===== src/flash_protect_params.svh =====
`ifndef FLASH_PROTECT_PARAMS_SVH
`define FLASH_PROTECT_PARAMS_SVH
`define CLK_PERIOD_NS 20
`define T_STROBE_NS 100
`define STROBE_CYC ((`T_STROBE_NS + `CLK_PERIOD_NS - 1) / `CLK_PERIOD_NS)
`define T_HV_SETTLE_NS 1000
`define HV_SETTLE_CYC ((`T_HV_SETTLE_NS + `CLK_PERIOD_NS - 1) / `CLK_PERIOD_NS)
`define REG_CTRL 4'h0
`define REG_ADDR 4'h1
`define REG_DATA 4'h2
`define REG_GO 4'h3
`define REG_STATUS 4'h4
`define REG_SHADOW 4'h5
`define CTRL_HV 0
`define CTRL_WP_HIGH 1
`define CTRL_TOP_BOOT 2
`define CTRL_RESET 3
`define CTRL_RESET_VAL 4'h6
`define GO_READ 3
`define STAT_BUSY 0
`define STAT_REFUSED 1
`define STAT_OVERLAY 2
`define STAT_HV_READY 3
`define STAT_ALL_PROT 4
`define KIND_PLAIN 3'h0
`define KIND_PROTECT 3'h1
`define KIND_UNPROTECT 3'h2
`define KIND_ENTER 3'h3
`define KIND_EXIT 3'h4
`define KIND_LAST 3'h4
`define NUM_GROUPS 17
`define BOOT_GROUP_BASE 5'h09
`endif


===== src/flash_protect_pkg.sv =====
`include "flash_protect_params.svh"
package flash_protect_pkg;
	typedef enum logic [3:0] {
		ST_IDLE = 4'b0001,
		ST_SETUP = 4'b0010,
		ST_STROBE = 4'b0100,
		ST_HOLD = 4'b1000
	} state_t;
	typedef enum logic [2:0] {
		KIND_PLAIN = `KIND_PLAIN,
		KIND_PROTECT = `KIND_PROTECT,
		KIND_UNPROTECT = `KIND_UNPROTECT,
		KIND_ENTER = `KIND_ENTER,
		KIND_EXIT = `KIND_EXIT
	} kind_t;
endpackage : flash_protect_pkg


===== src/flash_protect_host.sv =====
// Behaviour
// - Permanent protect needs elevated reset voltage
// - Protect every sector before first unprotect
// - Unprotect clears all; re-protect one by one
// - Enter command overlays region on boot sectors
//
// Our own choices: the plain strobed port and the address map.
`timescale 1ns/1ps
`include "flash_protect_params.svh"
module flash_protect_host
	import flash_protect_pkg::*;
(
	input wire logic mclk,
	input wire logic nrst,
	input wire logic clk_en,
	input wire logic [3:0] reg_addr,
	input wire logic [31:0] reg_wdata,
	input wire logic reg_wr,
	input wire logic reg_rd,
	output logic [31:0] reg_rdata,
	output logic [19:0] flash_addr,
	input wire logic [15:0] dq_in,
	output logic [15:0] dq_out,
	output logic dq_oe,
	output logic ce_n,
	output logic we_n,
	output logic oe_n,
	output logic reset_n,
	output logic high_voltage_level_en,
	output logic protect_accel_pin
);

	state_t state_q;
	kind_t kind_q;
	logic read_q;
	logic [3:0] ctrl_q;
	logic [19:0] addr_q;
	logic [15:0] data_q;
	logic [3:0] strobe_cnt_q;
	logic [7:0] hv_cnt_q;
	logic hv_ready;
	logic refused_q;
	logic overlay_q;
	logic [`NUM_GROUPS-1:0] shadow_q;
	logic all_prot;
	logic go_wr;
	logic go_ok;
	logic [2:0] go_kind;
	logic strobe_last;
	logic busy;

	// Maps A19-A12 to a protection group; bottom boot is the bitwise inverse
	function automatic logic [4:0] sector_group(input logic [7:0] sa,
		input logic top);
		logic [7:0] s;
		logic [4:0] grp;
		s = top ? sa : ~sa;
		grp = 5'h00;
		if (s[7:3] == 5'h1f)
		begin
			grp = `BOOT_GROUP_BASE + {2'b00, s[2:0]};
		end
		else if (s[7:5] == 3'b000)
		begin
			grp = (s[4:3] == 2'b00) ? 5'h00 : 5'h01;
		end
		else if (s[7:5] == 3'b111)
		begin
			grp = 5'h08;
		end
		else
		begin
			grp = {2'b00, s[7:5]} + 5'h01;
		end
		return grp;
	endfunction : sector_group

	assign busy = (state_q != ST_IDLE);
	assign all_prot = &shadow_q;
	assign hv_ready = (hv_cnt_q == 8'(`HV_SETTLE_CYC));
	assign strobe_last = (strobe_cnt_q == 4'(`STROBE_CYC - 1));
	assign go_wr = reg_wr && (reg_addr == `REG_GO);
	assign go_kind = reg_wdata[2:0];

	// Protect and unprotect cycles only go out on a settled high voltage
	always_comb
	begin
		go_ok = !busy && (go_kind <= `KIND_LAST);
		if ((go_kind == `KIND_PROTECT) || (go_kind == `KIND_UNPROTECT))
		begin
			go_ok = go_ok && ctrl_q[`CTRL_HV] && hv_ready;
		end
		if (go_kind == `KIND_UNPROTECT)
		begin
			go_ok = go_ok && all_prot;
		end
	end

	// Control is frozen during a cycle so the pins cannot move under it
	always_ff @(posedge mclk)
	begin
		if (!nrst)
		begin
			ctrl_q <= `CTRL_RESET_VAL;
		end
		else if (clk_en && reg_wr && (reg_addr == `REG_CTRL) && !busy)
		begin
			ctrl_q <= reg_wdata[3:0];
		end
	end

	// Settle counter restarts whenever the voltage is dropped
	always_ff @(posedge mclk)
	begin
		if (!nrst)
		begin
			hv_cnt_q <= 8'h00;
		end
		else if (clk_en)
		begin
			if (!ctrl_q[`CTRL_HV])
			begin
				hv_cnt_q <= 8'h00;
			end
			else if (!hv_ready)
			begin
				hv_cnt_q <= hv_cnt_q + 8'h01;
			end
		end
	end

	always_ff @(posedge mclk)
	begin
		if (!nrst)
		begin
			addr_q <= 20'h00000;
		end
		else if (clk_en && reg_wr && (reg_addr == `REG_ADDR) && !busy)
		begin
			addr_q <= reg_wdata[19:0];
		end
	end

	always_ff @(posedge mclk)
	begin
		if (!nrst)
		begin
			data_q <= 16'h0000;
		end
		else if (clk_en)
		begin
			if (state_q == ST_STROBE && strobe_last && read_q)
			begin
				data_q <= dq_in;
			end
			else if (reg_wr && (reg_addr == `REG_DATA) && !busy)
			begin
				data_q <= reg_wdata[15:0];
			end
		end
	end

	// Bus cycle sequencer
	always_ff @(posedge mclk)
	begin
		if (!nrst)
		begin
			state_q <= ST_IDLE;
			kind_q <= KIND_PLAIN;
			read_q <= 1'b0;
			strobe_cnt_q <= 4'h0;
		end
		else if (clk_en)
		begin
			unique case (state_q)
				ST_IDLE:
				begin
					if (go_wr && go_ok)
					begin
						kind_q <= kind_t'(go_kind);
						read_q <= reg_wdata[`GO_READ];
						state_q <= ST_SETUP;
					end
				end
				ST_SETUP:
				begin
					strobe_cnt_q <= 4'h0;
					state_q <= ST_STROBE;
				end
				ST_STROBE:
				begin
					strobe_cnt_q <= strobe_cnt_q + 4'h1;
					if (strobe_last)
					begin
						state_q <= ST_HOLD;
					end
				end
				ST_HOLD:
				begin
					state_q <= ST_IDLE;
				end
			endcase
		end
	end

	// Refusal is sticky; a new refusal beats a clear in the same cycle
	always_ff @(posedge mclk)
	begin
		if (!nrst)
		begin
			refused_q <= 1'b0;
		end
		else if (clk_en)
		begin
			refused_q <= (go_wr && !go_ok) || (refused_q && !(reg_wr &&
				(reg_addr == `REG_STATUS) && reg_wdata[`STAT_REFUSED]));
		end
	end

	// Host copy of the device map; parts ship unprotected
	always_ff @(posedge mclk)
	begin
		if (!nrst)
		begin
			shadow_q <= '0;
		end
		else if (clk_en && state_q == ST_HOLD)
		begin
			if (kind_q == KIND_UNPROTECT)
			begin
				shadow_q <= '0;
			end
			else if (kind_q == KIND_PROTECT)
			begin
				shadow_q[sector_group(addr_q[19:12],
					ctrl_q[`CTRL_TOP_BOOT])] <= 1'b1;
			end
		end
	end

	// A hardware reset of the part drops the overlay as well
	always_ff @(posedge mclk)
	begin
		if (!nrst)
		begin
			overlay_q <= 1'b0;
		end
		else if (clk_en)
		begin
			if (ctrl_q[`CTRL_RESET])
			begin
				overlay_q <= 1'b0;
			end
			else if (state_q == ST_HOLD && kind_q == KIND_ENTER)
			begin
				overlay_q <= 1'b1;
			end
			else if (state_q == ST_HOLD && kind_q == KIND_EXIT)
			begin
				overlay_q <= 1'b0;
			end
		end
	end

	always_ff @(posedge mclk)
	begin
		if (!nrst)
		begin
			reg_rdata <= 32'h00000000;
		end
		else if (clk_en)
		begin
			reg_rdata <= 32'h00000000;
			if (reg_rd)
			begin
				unique case (reg_addr)
					`REG_CTRL: reg_rdata <= {28'h0000000, ctrl_q};
					`REG_ADDR: reg_rdata <= {12'h000, addr_q};
					`REG_DATA: reg_rdata <= {16'h0000, data_q};
					`REG_STATUS: reg_rdata <= {27'h0, all_prot,
						hv_ready, overlay_q, refused_q, busy};
					`REG_SHADOW: reg_rdata <= {15'h0, shadow_q};
					default: reg_rdata <= 32'h00000000;
				endcase
			end
		end
	end

	assign flash_addr = addr_q;
	assign dq_out = data_q;
	assign dq_oe = !read_q && (state_q == ST_SETUP || state_q == ST_STROBE);
	assign ce_n = !(state_q == ST_SETUP || state_q == ST_STROBE);
	assign we_n = !(state_q == ST_STROBE && !read_q);
	assign oe_n = !(state_q == ST_STROBE && read_q);
	assign reset_n = !ctrl_q[`CTRL_RESET];
	assign high_voltage_level_en = ctrl_q[`CTRL_HV];
	assign protect_accel_pin = ctrl_q[`CTRL_WP_HIGH];
endmodule : flash_protect_host


===== config.mk =====
export PLATFORM = sky130hd
export DESIGN_NAME = flash_protect_host
export DESIGN_NICKNAME = d
export VERILOG_FILES = /design/src/flash_protect_pkg.sv /design/src/flash_protect_host.sv
export VERILOG_INCLUDE_DIRS = /design/src
export SDC_FILE = /design/constraint.sdc
export NUM_CORES = 1
export LEC_CHECK = 0
export ABC_AREA = 1
export ABC_CLOCK_PERIOD_IN_PS = 5880
export BUFFER_PORTS_ARGS = -buffer_cell sky130_fd_sc_hd__buf_2
export CORE_ASPECT_RATIO = 1.2
export CORE_MARGIN = 8
export CORE_UTILIZATION = 55
export CTS_CLUSTER_DIAMETER = 80
export CTS_CLUSTER_SIZE = 30
export DETAILED_ROUTE_END_ITERATION = 8
export PLACE_DENSITY_LB_ADDON = 0.08
export SYNTH_ARGS = -nofsm -noshare
export SYNTH_HDL_FRONTEND = slang
export SYNTH_SLANG_ARGS = --single-unit

===== constraint.sdc =====
create_clock -name mclk -period 5.88 [get_ports mclk]
set_clock_uncertainty 0.05 [all_clocks]
set_input_delay 0.588 -clock mclk [delete_from_list [all_inputs] [get_ports mclk]]
set_output_delay 0.588 -clock mclk [all_outputs]
set_load 0.01 [all_outputs]

# Word-level counts from Yosys, hierarchy flattened
# Index checks and enable logic that the tools add are counted.
[classes] bitwise=2 reduce_logical=52 mux=28 n_lt_le_gt_ge=3 add_sub_neg=4 n_eq_ne=23
[ops] operator="case mux 20 bit (5 select lines)" count=1
[ops] operator="two-way mux 17 bit" count=2
[ops] operator="two-way mux 16 bit" count=2
[ops] operator="logical AND 1 bit" count=26
[ops] operator="two-way mux 5 bit" count=5
[ops] operator="two-way mux 8 bit" count=3
[ops] operator="two-way mux 20 bit" count=1
[ops] operator="bitwise OR 17 bit" count=1
[ops] operator="AND reduction 17 bit" count=1
[ops] operator="== test 4 x 3 -> 1 bit, second input constant" count=4
[ops] operator="two-way mux 4 bit" count=4
[ops] operator="case mux 4 bit (4 select lines)" count=1
[ops] operator="== test 4 x 2 -> 1 bit, second input constant" count=3
[ops] operator="AND reduction 2 bit" count=5
[ops] operator="== test 3 x 2 -> 1 bit, second input constant" count=3
[ops] operator="adder 8 x 1 -> 8 bit, second input constant" count=1
[ops] operator="== test 4 x 1 -> 1 bit, second input constant" count=2
[ops] operator="== test 8 x 6 -> 1 bit, second input constant" count=1
[ops] operator="zero test 1 bit" count=8
[ops] operator="inverter 8 bit" count=1
[ops] operator="case mux 4 bit (2 select lines)" count=1
[ops] operator="two-way mux 1 bit" count=7
[ops] operator="== test 3 x 1 -> 1 bit, second input constant" count=2
[ops] operator="== test 3 bit, second input constant" count=2
[ops] operator="18 further kinds" count=25
[totals] inputBits=57 regBits=111 out_inout_bits=75 word_cells=124

# Longest topological paths before layout
[depth] ltp_word=17 ltp_mapped=17 mapped_depth_nobuf=16

# Worst setup path after synthesis
# OpenSTA, ideal clock, no wires.
[synth_path] path_kind="input -> register" from="input port clk_en" to="register addr_q[17] (netlist: flash_addr[17])" slack_ns=3.944 path_buffers=2 t_arrival_ns=1.758 path_stages=7 t_required_ns=5.702 setup_time_ns=0.128 path_cell_list="buf_2 nand2_1 nor4_1 nand2_1 clkbuf_1 o21ai_0 a21oi_1"
[synth_via] elab_chain_len=3
[synth_rtl] element="from (decl)" line="flash_protect_host.sv:15" source="input wire logic clk_en,"
[synth_rtl] element="logical AND 1 bit (3 in series)" line="flash_protect_host.sv:138" source="else if (clk_en && reg_wr && (reg_addr == `REG_ADDR) && !busy)"
[synth_rtl] element="to (signal assigned)" line="flash_protect_host.sv:140" source="addr_q <= reg_wdata[19:0];"
[synth_rtl] element="to (decl)" line="flash_protect_host.sv:37" source="logic [19:0] addr_q;"
# Every way passes these cells.
# A chain may end at the register's enable or synchronous reset.

# Worst setup path in the final report
[layout_path] from="register strobe_cnt_q[0]" to="register data_q[10] (netlist: dq_out[10])"
[layout_via] elab_chain_len=5 elab_cells_between_ends=6 classes_between="1 x eq/ne; 1 x mux; 4 x reduce/logical"
[layout_rtl] element="from (decl)" line="flash_protect_host.sv:39" source="logic [3:0] strobe_cnt_q;"
[layout_rtl] element="from (signal assigned)" line="flash_protect_host.sv:192" source="strobe_cnt_q <= strobe_cnt_q + 4'h1;"
[layout_rtl] element="== test 4 x 3 -> 1 bit *" line="flash_protect_host.sv:81" source="assign strobe_last = (strobe_cnt_q == 4'(`STROBE_CYC - 1));"
[layout_rtl] element="logical AND 1 bit * (2 in series)" line="flash_protect_host.sv:152" source="if (state_q == ST_STROBE && strobe_last && read_q)"
[layout_rtl] element="nonzero test 2 bit (no line)"
[layout_rtl] element="AND reduction 2 bit (no line)"
[layout_rtl] element="to (signal assigned)" line="flash_protect_host.sv:154" source="data_q <= dq_in;"
[layout_rtl] element="to (signal assigned)" line="flash_protect_host.sv:158" source="data_q <= reg_wdata[15:0];"
[layout_rtl] element="to (decl)" line="flash_protect_host.sv:38" source="logic [15:0] data_q;"
# Mark *: on every way between the ends. The rest lies on a longest branch, timed or not.

==> metrics.txt <==
Fmax achieved=around 0.35 GHz; max_slew headroom=22.4%; cts repair resizes=0; CP max FO=32; die footprint=approximately 13000 sq um; cell area after synthesis=between 5000 and 6000 sq um; synth-to-layout area growth=13.6%; r2r setup slk=approximately 3.0 ns; Initial Util=56.4%; clock latency at the later pin of the worst-skew pair=0.36 ns; Mapped Cells=approximately 740; Reg clk slew, reported paths=0.09 ns; # rows=38; Crit-path slowest cell=o21ai_2; design area=5780 sq um; die height=about 120 um; antenna violations before repair=1; critical-path cell list=inv_1 > ha_1 > nand3_1 > nor2_4 > nand2_2 > o21ai_2 > nor2_1 > a211oi_1; GRT Residual Overflow=0; fin crit share=48.6%; Core Region=~9000 sq um; crit path kind=flip-flop to flip-flop; CP peak stage delay=between 0.9 and 1 ns; r2r endpoint=dq_out[10]; Area contributors post-synth=dfxtp_1, nand2_1, inv_1; maximum VDD drop=roughly 120 uV; final wirelength=14100 um; hold path cells=2; status=complete, no violations; RSZ-0062 raised after global routing=false; H-tree Lvls=3; CTS Hold Bufs=0; Critical R2R Launch=strobe_cnt_q[0]; Worst Tran Pin Value=1.16 ns; # Max-Cap Violations=0; first-pass GRT wire length=roughly 23000 um; grt met3 use=approximately 5.3%; CP endpoint kind=flip-flop; worst hold path class=flip-flop to flip-flop; most common cell after layout, fill and taps aside=nand2_1; post-DP HPWL=around 11000 um; CTS buffer count=9; total chip power=roughly 1.2 mW; nets=890; Pwr Density=205 nW/um^2; CP Launch Type=flip-flop; most frequent cells in the layout=nand2_1, buf_2, inv_1, dfxtp_1, a21oi_1; fin. max-slew vios=0; port bufs=107; Setup violations, final=0; Pleak=~2.6 nW; M2 GR Usage=36.4%; Routed Antenna Nets=0; Root Buffer=clkbuf_8; gpl congestion=around 0.9; via count=5076; layout cells sized above 1=18.7%; worst hold slack=approximately 0.42 ns; initial drt markers=294; cell taking the most area after synthesis=dfxtp_1; Sum Neg Setup Slack=0 ns; met1 Use GR=between 20% and 30%; Distinct cells, synth=40; Avg Synthesized Cell Area=about 7 sq um; pin count of the biggest net entering global routing=36; Routed WL per cell=14.8 um; Worst Hold Endpoint=reg_rdata[19]; min Tclk post-route=roughly 2.9 ns; DRC errors left=0; final hold violations=0; R2R depth=8; CTS tree=yes; die width=between 100 and 150 um; Post-CTS Setup Repair Bufs=0; # diodes=0; Yosys top cell area share=between 30% and 40%; GR peak layer=met2; Hold Crit Start=reg_rdata[19]; multi-input gate area in the final layout=about 2600 sq um; Via density=5.34; vias in the first global route=4904; # fillers=approximately 860; CTS sink cnt=just under 100; Tot GR Track Use=21.9%; sequential fraction of the synthesis area=roughly two fifths; FF+latch area=about 2000 sq um; count of warnings emitted by yosys=0; First-pass DRT Iterations=5; I/O Pins=~130; flops & latches, synth=99; Max clock buf depth=2; CP required=~6.1 ns; post-place instance area=around 5600 sq um; Arr. time, crit path=around 3.1 ns
==> layer usage <==
layer,vias up,part of all wire (%)
met5,-,0.092
met4,2,1.9
met2,176,46
met1,2315,45
met3,30,6.8
li1,2553,-
==> Yosys cell counts, drive strengths merged <==
library cell and instances:
nand4 5, nor2 56, o31ai 3, o211ai 3, ha 7, xnor2 3, o221ai 11, nor4 1
a211oi 16, or2 3, o21bai 1, o22ai 4, conb 1, nand3 53, clkbuf 17, a21oi 77
dfxtp 99, o21a 1, buf 23, inv 101, nand2 194, o21ai 43, xor2 3, a221oi 1
nor3 10
==> worst max-delay path by stage <==
stage                     from        endpoint  slack [ns]
6_report       strobe_cnt_q[0]      dq_out[10]        3.03
5_1_grt             state_q[0]       dq_out[0]        2.68
4_1_cts        strobe_cnt_q[0]      dq_out[10]        3.02
3_5_place_dp       reg_addr[3]   flash_addr[0]        2.85
3_3_place_gp       reg_addr[0]   flash_addr[1]        2.91
2_1_floorplan           clk_en  flash_addr[17]        3.94
==> worst max-delay path, delay by kind of cell (launching register included) <==
family / cells / cell delay [ns]
fa+ha+maj: 1 / 0.15
simple gates: 4 / 0.93
buf+inv: 1 / 0.08
flops: 1 / 0.35
compound gates: 2 / 1.20
==> power by group <==
part / switching, mW / internal (mW)
sequential: 0.00534 / 0.675
combinational: 0.0652 / 0.0298
clock: 0.225 / 0.185
==> metrics by stage <==
step	utilization (%)	instances	worst slack, ns
floorplan	-	747	3.94
global placement	62.0	935	2.91
detailed placement	62.0	935	2.85
CTS	64.0	950	3.02
global route	64.0	950	2.68
finish	64.0	950	3.03
==> sequential cells by signal (all words and copies together) (netlist names), 4 cells and up <==
register / flops
shadow_q: 17
state_q: 4
reg_rdata: 20
flash_addr: 20
hv_cnt_q: 8
strobe_cnt_q: 4
ctrl_q: 4
dq_out: 16
==> logic make-up after synthesis <==
| logic type | count (synthesis) | synth area share, % |
|---|---|---|
| AO/OA/AOI/OAI | 160 | 18.7 |
| other | 1 | 0.0737 |
| buffers and inverters | 141 | 11.9 |
| adder cells (fa/ha/maj) | 7 | 1.72 |
| flip-flops | 99 | 38.9 |
| AND/OR/NAND/NOR | 322 | 27.7 |
| XOR/XNOR | 6 | 1.03 |
==> cell type report <==
class | instances | area share (%)
well taps | 120 | 2.60
clock buffers | 13 | 2.92
repair buffers | 108 | 9.39
multi-input cells | 507 | 44.1
inverters | 101 | 6.55
flip-flops and latches | 99 | 34.3
clock inverters | 2 | 0.173
No activity file was read; power rests on OpenSTA's default activity.
